==> config.mk <==
export PLATFORM = sky130hd
export DESIGN_NAME = led_matrix_scan_control
export DESIGN_NICKNAME = d
export VERILOG_FILES = /design/src/shared/led_scan_pkg.sv /design/src/hw/led_matrix_scan_control.sv
export SDC_FILE = /design/constraint.sdc
export NUM_CORES = 1
export LEC_CHECK = 0
export BUFFER_PORTS_ARGS = -buffer_cell sky130_fd_sc_hd__buf_2
export CAP_MARGIN = 25
export CORE_ASPECT_RATIO = 1.25
export CORE_MARGIN = 5
export CORE_UTILIZATION = 45
export DETAILED_ROUTE_END_ITERATION = 10
export HOLD_SLACK_MARGIN = 0.03
export PLACE_DENSITY = 0.65
export RECOVER_POWER = 25
export SYNTH_ARGS = -nofsm -noshare
export SYNTH_HDL_FRONTEND = slang
export SYNTH_SLANG_ARGS = --single-unit
==> constraint.sdc <==
create_clock -name ref_clk -period 11 [get_ports ref_clk]
set_input_delay 1.1 -clock ref_clk [delete_from_list [all_inputs] [get_ports ref_clk]]
set_output_delay 1.1 -clock ref_clk [all_outputs]
set_load 0.1 [all_outputs]
==> src/shared/led_scan_pkg.sv <==
// Purpose: Shared constants and types for the LED matrix scan controller
// Assumes: Register writes arrive as single-cycle strobes on ref_clk
// Notes:   Times are in ns; cycle counts derive from the 125 MHz clock
package led_scan_pkg;

  localparam int NUM_COLS      = 11;
  localparam int EQ_COLS       = 8;
  localparam int ROWS          = 8;

  // Register offsets
  localparam logic [7:0] CONFIG_ADDR    = 8'h00;
  localparam logic [7:0] COL_FIRST_ADDR = 8'h01;
  localparam logic [7:0] COL_LAST_ADDR  = 8'h0b;
  localparam logic [7:0] UPDATE_ADDR    = 8'h0c;
  localparam logic [7:0] INTENSITY_ADDR = 8'h0d;
  localparam logic [7:0] EQ_ADDR        = 8'h0f;

  // Field positions
  localparam int SHUTDOWN_BIT  = 7;
  localparam int AUDIO_MOD_BIT = 2;
  localparam int SHAPE_LSB     = 0;
  localparam int GAIN_LSB      = 4;
  localparam int CURRENT_LSB   = 0;
  localparam int EQ_ENABLE_BIT = 6;

  // Reset values and writable bits
  localparam logic [7:0] CONFIG_RESET    = 8'h00;
  localparam logic [7:0] COL_RESET       = 8'h00;
  localparam logic [7:0] INTENSITY_RESET = 8'h00;
  localparam logic [7:0] EQ_RESET        = 8'h00;
  localparam logic [7:0] CONFIG_MASK     = 8'h87;
  localparam logic [7:0] INTENSITY_MASK  = 8'h7f;
  localparam logic [7:0] EQ_MASK         = 8'h40;
  localparam logic [3:0] CURRENT_RESERVED = 4'hf;

  // Scan timing
  localparam int CLK_MHZ   = 125;
  localparam int COL_ON_NS = 32000;
  localparam int GAP_NS    = 1000;
  localparam int ON_CYC    = (COL_ON_NS * CLK_MHZ + 999) / 1000;
  localparam int GAP_CYC   = (GAP_NS * CLK_MHZ + 999) / 1000;
  localparam int CNT_W     = 12;

  typedef enum logic [1:0] {
    SCAN_IDLE = 2'b00,
    SCAN_GAP  = 2'b01,
    SCAN_ON   = 2'b10
  } scan_state_t;

  typedef struct packed {
    logic       wr;
    logic       rd;
    logic [7:0] addr;
    logic [7:0] wdata;
  } reg_req_t;

  typedef struct packed {
    logic [7:0]                 config_reg;
    logic [7:0]                 intensity_control;
    logic [7:0]                 equalizer_control;
    logic [NUM_COLS-1:0][7:0]   shadow;
    logic [NUM_COLS-1:0][7:0]   active;
    logic [EQ_COLS-1:0][7:0]    eq_meta;
    logic [EQ_COLS-1:0][7:0]    eq_level;
    scan_state_t                state;
    logic [CNT_W-1:0]           count;
    logic [3:0]                 col_idx;
    logic [NUM_COLS-1:0]        col_drive;
    logic [ROWS-1:0]            row_drive;
    logic [7:0]                 rdata;
  } scan_regs_t;

endpackage

==> src/hw/led_matrix_scan_control.sv <==
// Purpose: Register file and column scan engine of an LED dot matrix driver
// Assumes: Serial slave logic on ref_clk presents register requests as strobes
// Notes:   Analog bar levels arrive asynchronously and are synchronised here
//
// Overview of operation
// Column writes land in shadow storage only
// Any write to update copies shadow to active
// Intensity: gain bits 6:4, current bits 3:0
// Gain codes 0..6 step 3 dB, 7 is -6dB
// Current codes 40-75 mA, then 5-35 mA
// Equalizer register bit 6 enables bar mode
// Bar mode still uses the row current field
// Bar mode drives eight columns, rest stay off
// Power-up shape is eight by eight
// One column at a time, 32us on, 1us gap
// Each extra column adds 33us; nine drops top bit
// Shape 11 drives five rows, eleven columns
// Eight by eight uses column registers 1 to 8
// Audio modulation bit makes intensity follow audio; the code holds audio_mod_enable low while bar mode is on
// Reset gives defaults and blank display
// Shutdown turns off rows and columns
// Shutdown keeps all registers, resumes afterwards
// Host may blink display through shutdown
// Config: shutdown bit 7, audio bit 2, shape 1:0
// Pattern bit one lights LED; unused rows ignored
// Columns scan ascending; current code 1111 reserved
`timescale 1ns/10ps
`default_nettype none

module led_matrix_scan_control #(
  parameter int ON_CYCLES  = led_scan_pkg::ON_CYC,
  parameter int GAP_CYCLES = led_scan_pkg::GAP_CYC
) (
  input  wire logic                                   ref_clk,
  input  wire logic                                   reset,
  input  wire logic                                   clk_en,
  input  wire led_scan_pkg::reg_req_t                 reg_req,
  output logic       [7:0]                            reg_rdata,
  input  wire logic  [led_scan_pkg::EQ_COLS-1:0][7:0] eq_bar_level,
  output logic       [led_scan_pkg::NUM_COLS-1:0]     col_drive,
  output logic       [led_scan_pkg::ROWS-1:0]         row_drive,
  output logic                                        current_enable,
  output logic       [3:0]                            row_current_code,
  output logic       [6:0]                            row_current_ma,
  output logic       [2:0]                            audio_gain_code,
  output logic signed [5:0]                           audio_gain_db,
  output logic                                        audio_mod_enable,
  output logic                                        eq_mode_enable
);

  localparam int CNT_W = led_scan_pkg::CNT_W;

  led_scan_pkg::scan_regs_t st;
  led_scan_pkg::scan_regs_t next_st;

  logic [1:0] array_shape_select;
  logic       soft_shutdown;
  logic [3:0] scan_cols;
  logic [7:0] row_mask;

  function automatic logic is_col_addr(input logic [7:0] addr);
    return addr >= led_scan_pkg::COL_FIRST_ADDR && addr <= led_scan_pkg::COL_LAST_ADDR;
  endfunction

  // Shape 00..11 keeps 8..5 rows, so the mask simply shifts down
  function automatic logic [7:0] rows_for_shape(input logic [1:0] shape);
    return 8'hff >> shape;
  endfunction

  function automatic logic signed [5:0] gain_to_db(input logic [2:0] code);
    if (code == 3'h7) begin
      return -6'sd6;
    end
    return 6'($unsigned(code) * 3);
  endfunction

  function automatic logic [6:0] current_to_ma(input logic [3:0] code);
    if (code == led_scan_pkg::CURRENT_RESERVED) begin
      return 7'h00;
    end
    if (code[3]) begin
      return 7'(({4'h0, code[2:0]} + 7'h01) * 5);
    end
    return 7'(7'd40 + {4'h0, code[2:0]} * 5);
  endfunction

  assign array_shape_select = st.config_reg[led_scan_pkg::SHAPE_LSB +: 2];
  assign soft_shutdown      = st.config_reg[led_scan_pkg::SHUTDOWN_BIT];
  assign eq_mode_enable     = st.equalizer_control[led_scan_pkg::EQ_ENABLE_BIT];
  assign scan_cols          = 4'(8 + array_shape_select);
  assign row_mask           = rows_for_shape(array_shape_select);

  always_comb begin
    logic [3:0] col;
    logic       last_col;
    logic [7:0] pattern;
    col      = 4'h0;
    last_col = 1'b0;
    pattern  = 8'h00;
    next_st  = st;

    // Register writes
    if (reg_req.wr) begin
      if (reg_req.addr == led_scan_pkg::CONFIG_ADDR) begin
        next_st.config_reg = reg_req.wdata & led_scan_pkg::CONFIG_MASK;
      end
      if (is_col_addr(reg_req.addr)) begin
        col = 4'(reg_req.addr - led_scan_pkg::COL_FIRST_ADDR);
        next_st.shadow[col] = reg_req.wdata;
      end
      if (reg_req.addr == led_scan_pkg::UPDATE_ADDR) begin
        next_st.active = st.shadow;
      end
      if (reg_req.addr == led_scan_pkg::INTENSITY_ADDR) begin
        next_st.intensity_control = reg_req.wdata & led_scan_pkg::INTENSITY_MASK;
      end
      if (reg_req.addr == led_scan_pkg::EQ_ADDR) begin
        next_st.equalizer_control = reg_req.wdata & led_scan_pkg::EQ_MASK;
      end
    end

    // Reads show the live pattern, not the pending shadow
    next_st.rdata = 8'h00;
    if (reg_req.rd) begin
      if (reg_req.addr == led_scan_pkg::CONFIG_ADDR) begin
        next_st.rdata = st.config_reg;
      end else if (is_col_addr(reg_req.addr)) begin
        next_st.rdata = st.active[4'(reg_req.addr - led_scan_pkg::COL_FIRST_ADDR)];
      end else if (reg_req.addr == led_scan_pkg::INTENSITY_ADDR) begin
        next_st.rdata = st.intensity_control;
      end else if (reg_req.addr == led_scan_pkg::EQ_ADDR) begin
        next_st.rdata = st.equalizer_control;
      end
    end

    // Bar levels come from the analog side, another timing domain
    next_st.eq_meta  = eq_bar_level;
    next_st.eq_level = st.eq_meta;

    // Scan engine: gap, then column on, ascending column order
    last_col = st.col_idx >= 4'(scan_cols - 4'h1);
    case (st.state)
      led_scan_pkg::SCAN_IDLE: begin
        next_st.count   = '0;
        next_st.col_idx = 4'h0;
        if (!soft_shutdown) begin
          next_st.state = led_scan_pkg::SCAN_GAP;
        end
      end
      led_scan_pkg::SCAN_GAP: begin
        if (st.count >= CNT_W'(GAP_CYCLES - 1)) begin
          next_st.count = '0;
          next_st.state = led_scan_pkg::SCAN_ON;
        end else begin
          next_st.count = st.count + 1'b1;
        end
      end
      led_scan_pkg::SCAN_ON: begin
        if (st.count >= CNT_W'(ON_CYCLES - 1)) begin
          next_st.count   = '0;
          next_st.state   = led_scan_pkg::SCAN_GAP;
          next_st.col_idx = last_col ? 4'h0 : st.col_idx + 4'h1;
        end else begin
          next_st.count = st.count + 1'b1;
        end
      end
      default: begin
        next_st.state = led_scan_pkg::SCAN_IDLE;
      end
    endcase
    // A shape shrink mid-frame must not leave the index past the end
    if (st.col_idx >= scan_cols) begin
      next_st.col_idx = 4'h0;
    end
    // Shutdown parks the scanner but leaves every register alone
    if (soft_shutdown) begin
      next_st.state = led_scan_pkg::SCAN_IDLE;
      next_st.count = '0;
    end

    // Drive outputs from the current scan position
    next_st.col_drive = '0;
    next_st.row_drive = '0;
    if (st.state == led_scan_pkg::SCAN_ON && !soft_shutdown && st.col_idx < scan_cols) begin
      if (eq_mode_enable) begin
        if (st.col_idx < 4'(led_scan_pkg::EQ_COLS)) begin
          pattern = st.eq_level[st.col_idx[2:0]];
          next_st.col_drive[st.col_idx] = 1'b1;
        end
      end else begin
        pattern = st.active[st.col_idx];
        next_st.col_drive[st.col_idx] = 1'b1;
      end
      next_st.row_drive = pattern & row_mask;
    end
  end

  always_ff @(posedge ref_clk or posedge reset) begin
    if (reset) begin
      st                   <= '0;
      st.config_reg        <= led_scan_pkg::CONFIG_RESET;
      st.intensity_control <= led_scan_pkg::INTENSITY_RESET;
      st.equalizer_control <= led_scan_pkg::EQ_RESET;
      st.shadow            <= {led_scan_pkg::NUM_COLS{led_scan_pkg::COL_RESET}};
      st.active            <= {led_scan_pkg::NUM_COLS{led_scan_pkg::COL_RESET}};
      st.state             <= led_scan_pkg::SCAN_IDLE;
    end else if (clk_en) begin
      st <= next_st;
    end
  end

  assign reg_rdata        = st.rdata;
  assign col_drive        = st.col_drive;
  assign row_drive        = st.row_drive;
  assign current_enable   = !soft_shutdown;
  assign row_current_code = st.intensity_control[led_scan_pkg::CURRENT_LSB +: 4];
  assign row_current_ma   = current_to_ma(row_current_code);
  assign audio_gain_code  = st.intensity_control[led_scan_pkg::GAIN_LSB +: 3];
  assign audio_gain_db    = gain_to_db(audio_gain_code);
  assign audio_mod_enable = st.config_reg[led_scan_pkg::AUDIO_MOD_BIT] && !eq_mode_enable;

  // Checks on the engine's own behaviour

  shadow_hold_a: assert property (@(posedge ref_clk) disable iff (reset)
    (clk_en && reg_req.wr && is_col_addr(reg_req.addr)) |=> $stable(st.active))
    else $error("column write reached active pattern without update");

  update_copy_a: assert property (@(posedge ref_clk) disable iff (reset)
    (clk_en && reg_req.wr && reg_req.addr == led_scan_pkg::UPDATE_ADDR)
      |=> st.active == $past(st.shadow))
    else $error("update did not copy shadow to active");

  row_mask_a: assert property (@(posedge ref_clk) disable iff (reset)
    clk_en |=> (row_drive & ~$past(row_mask)) == 8'h00)
    else $error("unused row driven for this shape");

  eq_columns_a: assert property (@(posedge ref_clk) disable iff (reset)
    (clk_en && eq_mode_enable) |=> col_drive[10:8] == 3'h0)
    else $error("column beyond eight driven in bar mode");

  shutdown_blank_a: assert property (@(posedge ref_clk) disable iff (reset)
    (clk_en && soft_shutdown) |-> (!current_enable ##1 (col_drive == '0 && row_drive == '0)))
    else $error("array not blank in shutdown");

  one_column_a: assert property (@(posedge ref_clk) disable iff (reset)
    $onehot0(col_drive))
    else $error("more than one column active");

  gap_end_a: assert property (@(posedge ref_clk) disable iff (reset)
    (clk_en && !soft_shutdown && st.state == led_scan_pkg::SCAN_GAP
      && st.count == CNT_W'(GAP_CYCLES - 1))
      |=> (st.state == led_scan_pkg::SCAN_ON && st.count == '0))
    else $error("gap length wrong");

  on_end_a: assert property (@(posedge ref_clk) disable iff (reset)
    (clk_en && !soft_shutdown && st.state == led_scan_pkg::SCAN_ON
      && st.count == CNT_W'(ON_CYCLES - 1) && st.col_idx < scan_cols)
      |=> (st.state == led_scan_pkg::SCAN_GAP && st.col_idx ==
           ($past(st.col_idx) == $past(scan_cols) - 4'h1 ? 4'h0 : $past(st.col_idx) + 4'h1)))
    else $error("column period or ascending order wrong");

  regs_kept_a: assert property (@(posedge ref_clk) disable iff (reset)
    (clk_en && soft_shutdown && !reg_req.wr)
      |=> ($stable(st.active) && $stable(st.intensity_control) && $stable(st.equalizer_control)))
    else $error("register changed in shutdown without a write");

  reserved_current_a: assert property (@(posedge ref_clk) disable iff (reset)
    (row_current_code == led_scan_pkg::CURRENT_RESERVED) |-> row_current_ma == 7'h00)
    else $error("reserved current code gives nonzero current");

endmodule

`default_nettype wire

==> run_results.csv, run 1 <==
group,metric,value,unit
power_and_ir_drop,power.switching,0.722,mW
power_and_ir_drop,total_power,3.02,mW
synthesis,synthCells,1238,
placed_design,place.gp.congestion,0.911,
layout,fill_cells,3214,
placed_design,port_buffers,134,
global_route,overflow,0,
setup_path,cp-start-kind,"input port",
flow_run,timing.max_cap.violations,3,
synthesis,netlist_area,17300,µm²
synthesis,ys_types,69,
synthesis,ys_seq_elements,361,
power_and_ir_drop,power_density,155,nW/µm²
sta,slew_violations,153,
cts,clk_path_buf_depth,3,
layout,final_layout_size_suffix_gt1_share,44.1,%
power_and_ir_drop,clkPwrFrac,44.1,%
floorplanning,initial_core_util,45.5,%
synthesis,syn-num-nets,1359,
global_route,grt_max_degree,83,
routing,drtIter0Drc,621,
cts,root_buffer,"clkbuf_16",
setup_path,endpoint_kind,"register",
power_and_ir_drop,p_leak,9.19,nW
cts,cts_made_buffers,38,
cts,cts_tree,"done",
power_and_ir_drop,ir_worst_vdd,0.166,mV
cts,insertion_delay,0.55,ns
sta,hold_viol_final,0,
routing,vias_per_cell,5.66,
global_route,grt_usage,18.6,%
floorplanning,core-area,38100,µm²
setup_path,r2r-end,"row_drive[3]",
synthesis,syn_area_per_cell,14.0,µm²
cts,cts.clk_slew.worst_paths,0.06,ns
routing,drt-pass1-iter-count,5,
setup_path,worstRegToRegCells,6,
setup_path,crit_start,"clk_en",
placed_design,post-dp-hpwl,26900,µm
synthesis,yosysSeqAreaShare,52.1,%
synthesis,async_flop_share,100,%
layout,synthToLayoutAreaGrowth,12.5,%
routing,wl_per_cell,21.4,µm
setup_path,rrSetupSlack,8.16,ns
floorplanning,dieWidth,186,µm
worst_hold_path,hold_class,"register to register",
sta,relSlewSlack,-178,%
layout,fin_nets,1446,
sta,fin_skew,0.0252,ns
layout,multi_input_area,7590,µm²
sta,setup_viol,0,
outcome,violations,"capacitance limit, slew limit",
sta,rsz0062_at_grt,"no",
floorplanning,die_y,229,µm
synthesis,yosysTopAreaCell,"dfrtp_1",
global_route,antenna_found_initial,2,
sta,tightest_slew,4.17,ns
routing,wl,39400,µm
global_route,grt_pass1_wl,62800,µm
cts,post_cts_buffers,0,
setup_path,reg2reg_from,"st[27]",
synthesis,yosysMostFrequentCell,"dfrtp_1",
sta,min_period,6.07,ns
power_and_ir_drop,switching_share,23.9,%
setup_path,crit_end,"st[191]",
setup_path,crit_type,"input port to register",
cts,clock-sinks,361,
routing,route.vias.total,10441,
synthesis,yosysWarnings,0,
floorplanning,io_pins,135,
setup_path,cp_slowest_cell,"clkbuf_1",
sta,fmax,165,MHz
setup_path,cp_max_fo,82,
routing,antenna_left,0,
outcome,outcome,"finished, violations left",
routing,remaining_drc_errors,0,
layout,seq_area,9040,µm²
setup_path,cpPeakStageDelay,2.87,ns
setup_path,required,11.41,ns
setup_path,crit_arrival,6.48,ns
power_and_ir_drop,share_seq_of_total_power,47.4,%
setup_path,path_cells,"clkbuf_1 -> and3_1 -> nand3_4 -> buf_4 -> mux2_4",
synthesis,yosys.area.top_type_share,52.1,%
floorplanning,die_area,42600,µm²
power_and_ir_drop,p_int,2.30,mW
cts,postCtsResizedCells,0,
cts,cts_hold_buffers,0,
floorplanning,rows,80,
sta,timing.final.crit_share,55.1,%
sta,tns,0,ns
cts,htree_levels,2,
synthesis,ys.flop_type,"dfrtp_1",
synthesis,synth_area_leaders,"dfrtp_1, mux2_2, mux4_2",
global_route,grt_pass1_vias,10896,
synthesis,synth-edff-count,0,
power_and_ir_drop,p_comb_share,8.4,%
sta,holdWs,0.470,ns
synthesis,synth_common_cells,"dfrtp_1, mux2_2, o21ai_0",
[cell type report]
class	instances	share of cell area [%]
Clock buffer	57	5.86
Sequential cell	361	46.4
Clock inverter	11	0.937
Inverter	30	0.597
Antenna cell	1	0.0128
Tap cell	492	3.16
Timing Repair Buffer	149	4.13
Multi-Input combinational cell	745	39.0
[flip-flops by register name, indices dropped and copies added, names as in the netlist]
register and flops:
st 259, audio_gain_code 3, row_drive 8, next_st 64
reg_rdata 8, soft_shutdown 1, row_current_code 4, array_shape_select 2
col_drive 11, eq_mode_enable 1
[stage by stage]
stage | util, % | worst slack [ns] | instances | area (µm²)
after CTS | 51.0 | 7.07 | 1843 | 19500
after global placement | 47.6 | 6.60 | 1775 | 18100
after detailed placement | 47.6 | 6.52 | 1775 | 18100
after floorplan | - | 5.06 | 1238 | 17300
final | 51.1 | 4.93 | 1846 | 19500
after global routing | 51.1 | 4.59 | 1845 | 19500
[how the worst min path moves through the flow]
stage / depth (start not counted) / slack, ns / endpoint / startpoint
floorplan: 1 / 0.46 / col_drive[0] / col_drive[0]
global placement: 1 / 0.47 / col_drive[0] / col_drive[0]
detailed placement: 1 / 0.47 / col_drive[3] / col_drive[3]
CTS: 1 / 0.47 / st[210] / st[298]
global route: 1 / 0.49 / st[198] / st[286]
finish: 1 / 0.47 / st[210] / st[298]
[power groups by stage]
stage               logic (mW)  registers (mW)  clock network [mW]
global placement         0.248            1.45                   0
CTS                      0.255            1.43                1.36
detailed placement       0.254            1.46                   0
finish                   0.255            1.43                1.33
global route             0.277            1.44                1.41
floorplan                0.193            1.45                   0
[layer usage]
metal  routed length [µm]  global-route usage, %  vias to the layer above  part of all wire (%)
met3                 1800                   2.94                       72                   4.6
li1                     -                      -                     4713                     -
met5                   13                      0                        -                 0.033
met1                17200                   25.6                     5405                    44
met4                 1330                   6.49                        2                   3.4
met2                19100                   30.2                      249                    48
[cell usage in the layout, fill, tap and decap left out, drive strengths merged, types with 26 or more instances in the layout]
cell	Yosys	routed
buf	68	143
clkbuf	34	63
dfrtp	361	361
ha	35	35
inv	30	29
mux2	323	323
mux2i	27	27
mux4	45	45
nand2	42	42
nor2	26	26
o21ai	50	50
[critical path, delay by kind of cell]
family                 cells  cell delay [ns]
buffers and inverters      2             3.47
multiplexers               1             0.38
AND/OR/NAND/NOR            2             1.45
[logic make-up after synthesis]
family                   count (synthesis)  share of synthesized area [%]
AO/OA/AOI/OAI                          152                           6.07
XOR/XNOR                                 5                          0.339
adder cells (fa/ha/maj)                 36                           2.64
buffers and inverters                  132                           4.09
flip-flops                             361                           52.1
multiplexers                           395                           29.3
AND/OR/NAND/NOR                        157                           5.41
Note: power is estimated with default switching activity, not from simulation.
==> run 2, diff against run 1 <==
Settings changed: ABC_AREA from default to 1, PLACE_DENSITY 0.65 to default.
Clock period 11 ns to 6.3 ns, I/O delays scaled along.
==> run 2 against run 1 <==
Net effect:
- the flow still finishes with violations (capacitance limit, slew limit)
- global-route usage grew 3.4 points
- cell area grew 2.4%
- routed wire length grew 23%
- critical path depth grew 1
- register-to-register slack lost 4.7 ns
- synthesized cell count grew 73%
- sequential share of layout area shrank 1.1 points
- clock-buffer cell count shrank 4
- largest cell class unchanged
- largest power group unchanged
==> run_results.csv, run 2 <==
group,metric,value,unit
outcome,outcome,"finished, violations left",
outcome,violations,"capacitance limit, slew limit",
power_and_ir_drop,power_density,301,nW/µm²
synthesis,yosysSeqAreaShare,50.3,%
sta,slew_violations,261,
layout,seq_area,9030,µm²
placed_design,post-dp-hpwl,33100,µm
setup_path,cp_max_fo,69,
flow_run,timing.max_cap.violations,4,
setup_path,endpoint_kind,"register",
routing,remaining_drc_errors,0,
layout,layout.cells.non_filler,2718,
layout,layout_commonest_cell,"nand2_1",
synthesis,ys_types,43,
routing,wl,48300,µm
sta,setup_viol,0,
synthesis,yosysMostFrequentCell,"nand2_1",
sta,hold_viol_final,0,
synthesis,yosys.area.top_type_share,50.3,%
placed_design,place.gp.congestion,0.925,
floorplanning,core-area,39300,µm²
cts,cts_hold_buffers,0,
floorplanning,die_y,233,µm
cts,root_buffer,"clkbuf_16",
layout,synthToLayoutAreaGrowth,11.3,%
synthesis,yosysWarnings,0,
cts,post_cts_buffers,0,
layout,multi_input_area,7400,µm²
global_route,grt_max_degree,136,
setup_path,crit_arrival,4.76,ns
floorplanning,dieWidth,189,µm
sta,tightest_slew,2.80,ns
worst_hold_path,whs_path_depth,3,
sta,timing.final.crit_share,69.4,%
cts,postCtsResizedCells,0,
sta,holdWs,0.279,ns
routing,antenna_left,0,
synthesis,synth_area_leaders,"dfrtp_1, nand2_1, mux2_2",
floorplanning,rows,81,
synthesis,ys.flop_type,"dfrtp_1",
power_and_ir_drop,p_leak,10.4,nW
sta,min_period,4.37,ns
routing,drt-pass1-iter-count,6,
setup_path,cp-start-kind,"input port",
global_route,antenna_found_initial,1,
setup_path,crit_type,"input port to register",
synthesis,synth_common_cells,"nand2_1, dfrtp_1, inv_1",
placed_design,port_buffers,134,
cts,htree_levels,2,
synthesis,synth-edff-count,0,
setup_path,required,6.69,ns
synthesis,syn-num-nets,2258,
power_and_ir_drop,total_power,6.01,mW
layout,largest_register_ffs,259,
synthesis,syn_area_per_cell,8.40,µm²
synthesis,async_flop_share,100,%
layout,fin_util,50.8,%
layout,fill_cells,3736,
synthesis,yosysTopAreaCell,"dfrtp_1",
routing,vias_per_cell,5.20,
layout,final_layout_size_suffix_gt1_share,15.7,%
sta,rsz0062_at_grt,"no",
routing,wl_per_cell,17.8,µm
sta,fin_skew,0.0214,ns
global_route,grt_pass1_vias,13977,
floorplanning,io_pins,135,
placed_design,dpl-instance-area,18600,µm²
routing,drtIter0Drc,1026,
cts,cts.clk_slew.worst_paths,0.06,ns
layout,largest-register,"st",
global_route,grt_usage,22.0,%
placed_design,pre_cts_slack,2.15,ns
sta,fmax,229,MHz
worst_hold_path,hold_class,"input port to register",
floorplanning,die_area,44000,µm²
layout,fin_nets,2312,
synthesis,ys_seq_elements,361,
cts,cts_made_buffers,39,
cts,clk_path_buf_depth,3,
cts,insertion_delay,0.55,ns
layout,final_cell_mix,"nand2_1, dfrtp_1, inv_1",
setup_path,worstRegToRegCells,10,
cts,clock-sinks,361,
sta,tns,0,ns
cts,cts_tree,"done",
floorplanning,initial_core_util,45.6,%
routing,route.vias.total,14144,
sta,relSlewSlack,-86.9,%
global_route,grt_pass1_wl,77900,µm
sta,fin_ws,1.93,ns
synthesis,synthCells,2137,
power_and_ir_drop,ir_worst_vdd,0.240,mV
layout,design_area,20000,µm²
global_route,overflow,0,
synthesis,netlist_area,17900,µm²
placed_design,placed_cells,2644,
==> run 2: path summary, 6_finish.rpt <==
path / start / endpoint / slack, ns
worst max-delay path: clk_en / st[327] / 1.93
worst min register to register: next_st[96] / next_st[96] / 0.47
worst min-delay path: eq_bar_level[40] / next_st[85] / 0.28
max in group asynchronous: reset / st[185] / 2.88
worst max register to register: st[27] / row_drive[3] / 3.51
min in group asynchronous: reset / next_st[94] / 0.49
==> run 2: report_power, final <==
part           leakage, nW  total [mW]  internal (mW)  switching [mW]
combinational         4.90        1.10          0.292           0.813
clock                0.657        2.39           1.44           0.945
sequential            4.82        2.52           2.44          0.0791
==> run 2: final cells by class <==
class / count / share of cell area (%)
antenna: 1 / 0.0125
sequential: 361 / 45.2
timing repair buffer: 151 / 4.18
clock inverter: 16 / 1.12
multi-input combinational: 1440 / 37.0
inverter: 198 / 3.73
clock buffer: 53 / 5.55
tap: 498 / 3.12
==> run 2: worst max-delay path: stages <==
cell      delay (ns)
clkbuf_1        1.94
nand2_1         0.68
nor2_4          0.78
nand3_2         0.45
nand2_1         0.15
o21ai_1         0.07
==> run 2: cell families (layout without fill, tap and decap cells) <==
group,after synthesis,after routing,synth area share [%]
other,0,1,0
AND/OR/NAND/NOR,1038,1038,24.1
adder cells (fa/ha/maj),36,36,2.55
buffers and inverters,336,418,8.49
XOR/XNOR,7,7,0.342
multiplexers,88,88,5.52
flip-flops,361,361,50.3
AO/OA/AOI/OAI,271,271,8.67
==> run 2: layer usage <==
metal	up-vias	share of wire (%)	track usage, %
met5	-	0	0
li1	6875	-	-
met3	96	4.4	3.26
met2	339	49	37.3
met1	6834	44	29.1
met4	0	3.4	7.77
==> run 3, diff against run 2 <==
Clock period 6.3 ns to 4.12 ns, I/O delays scaled along.
==> run 3 against run 2 <==
Net effect:
- the run still ends with capacitance limit, slew limit left
- via count fell by 1.1%
- die area unchanged
- core utilization increased by 0.092 points
- first-iteration DRC count is 18% higher
- clock-buffer cell count increased by 4
- critical path depth is 2 higher
- critical path type is now register to primary output
- largest cell class unchanged
- largest power group unchanged
- highest routed layer unchanged
==> run_results.csv, run 3 (synthesis results as in run 2) <==
group,metric,value,unit
outcome,outcome,"finished, violations left",
outcome,violations,"capacitance limit, slew limit",
layout,final_layout_size_suffix_gt1_share,16.0,%
layout,seq_area,9030,µm²
layout,final_cell_mix,"nand2_1, dfrtp_1, inv_1",
setup_path,path_cells,"ha_1 -> nand2_1 -> inv_1 -> ha_1 -> ha_1 -> xnor2_1 -> a211oi_1 -> buf_2",
global_route,grt_pass1_vias,13860,
setup_path,endpoint_kind,"primary output",
floorplanning,die_area,44000,µm²
layout,multi_input_area,7390,µm²
cts,cts_tree,"done",
cts,cts_made_buffers,39,
power_and_ir_drop,p_leak,10.4,nW
cts,insertion_delay,0.54,ns
layout,largest-register,"st",
floorplanning,core-area,39300,µm²
placed_design,pre_cts_slack,1.05,ns
cts,post_cts_buffers,0,
layout,fill_cells,3733,
routing,remaining_drc_errors,0,
power_and_ir_drop,clkPwrFrac,39.4,%
sta,timing.final.crit_share,77.2,%
cts,cts_hold_buffers,1,
power_and_ir_drop,ir_worst_vdd,0.232,mV
layout,largest_register_ffs,259,
setup_path,crit_type,"register to primary output",
power_and_ir_drop,share_seq_of_total_power,42.0,%
routing,wl_per_cell,17.4,µm
sta,slew_violations,210,
layout,fin_nets,2317,
floorplanning,rows,81,
placed_design,post-dp-hpwl,32200,µm
floorplanning,initial_core_util,45.6,%
cts,clk_path_buf_depth,3,
setup_path,cpMostUsedCell,"ha_1",
setup_path,crit_arrival,2.77,ns
sta,relSlewSlack,-42.8,%
global_route,grt_pass1_wl,76700,µm
sta,min_period,3.18,ns
global_route,grt_max_degree,140,
sta,rsz0062_at_grt,"no",
placed_design,place.gp.congestion,0.881,
floorplanning,io_pins,135,
setup_path,cp-start-kind,"register",
cts,htree_levels,2,
worst_hold_path,hold_class,"input port to register",
global_route,antenna_found_initial,3,
power_and_ir_drop,switching_share,30.4,%
flow_run,timing.max_cap.violations,4,
layout,synthToLayoutAreaGrowth,11.5,%
layout,layout_commonest_cell,"nand2_1",
placed_design,port_buffers,134,
routing,route.vias.total,13995,
cts,root_buffer,"clkbuf_16",
setup_path,required,3.71,ns
cts,postCtsResizedCells,0,
sta,tightest_slew,2.13,ns
global_route,overflow,0,
power_and_ir_drop,power.switching,2.77,mW
sta,fin_ws,0.940,ns
power_and_ir_drop,power_density,456,nW/µm²
routing,drt-pass1-iter-count,5,
floorplanning,die_y,233,µm
cts,clock-sinks,361,
cts,cts.clk_slew.worst_paths,0.06,ns
sta,tns,0,ns
sta,hold_viol_final,0,
routing,antenna_left,0,
setup_path,worstRegToRegCells,10,
sta,fmax,314,MHz
setup_path,cpPeakStageDelay,0.51,ns
sta,setup_viol,0,
power_and_ir_drop,p_int,6.35,mW
worst_hold_path,whs_path_depth,3,
sta,fin_skew,0.0178,ns
routing,drtIter0Drc,1207,
power_and_ir_drop,p_comb_share,18.7,%
setup_path,cp_slowest_cell,"dfrtp_1",
routing,wl,47400,µm
setup_path,cp_max_fo,9,
floorplanning,dieWidth,189,µm
routing,vias_per_cell,5.13,
global_route,grt_usage,21.7,%
==> run 3: power by group through the flow <==
stage	logic, mW	registers, mW	clock network [mW]
5_1_grt	1.91	3.85	3.81
3_3_place_gp	1.70	3.89	0
3_5_place_dp	1.72	3.89	0
2_1_floorplan	1.22	3.87	0
4_1_cts	1.73	3.83	3.66
6_report	1.70	3.83	3.59
==> run 3: worst paths after layout <==
path / startpoint / to / slack [ns]
max: row_current_code[2] / row_current_ma[4] / 0.94
min: eq_bar_level[49] / next_st[94] / 0.07
max reg2reg: st[27] / st[30] / 1.71
min reg2reg: next_st[52] / next_st[52] / 0.47
max in group asynchronous: reset / st[247] / 1.05
min in group asynchronous: reset / st[94] / 0.59
==> run 3: final cells by class <==
type | instances | area share [%]
inverters | 198 | 3.73
clock inverters | 13 | 0.738
repair buffers | 156 | 4.40
flip-flops and latches | 361 | 45.2
multi-input cells | 1440 | 36.9
diodes | 3 | 0.0375
clock buffers | 57 | 5.88
well taps | 498 | 3.11
==> run 3: per-stage QoR <==
step           power [mW]  hold WS (ns)  instance area, µm²  utilization, %  std cells
2_1_floorplan        5.09         0.442               17900               -       2137
3_3_place_gp         5.58         0.457               18700            47.5       2652
3_5_place_dp         5.61         0.460               18700            47.5       2652
4_1_cts              9.22        0.0524               20000            50.9       2723
5_1_grt              9.57        0.0732               20000            50.9       2725
6_report             9.12        0.0742               20000            50.9       2726
==> run 3: worst max-delay path, delay by kind of cell, from the launching register on <==
family | cells | cell delay (ns)
compound gates | 1 | 0.23
flops | 1 | 0.51
simple gates | 1 | 0.06
buf+inv | 2 | 0.53
xor+xnor | 1 | 0.13
fa+ha+maj | 3 | 0.76
==> run 3: routing by layer <==
layer	vias to the layer above	global-route usage, %	share of wire, %
li1	6871	-	-
met1	6667	27.8	42
met2	349	37.6	49
met3	108	3.21	5.1
met4	0	7.97	3.7
met5	-	0	0
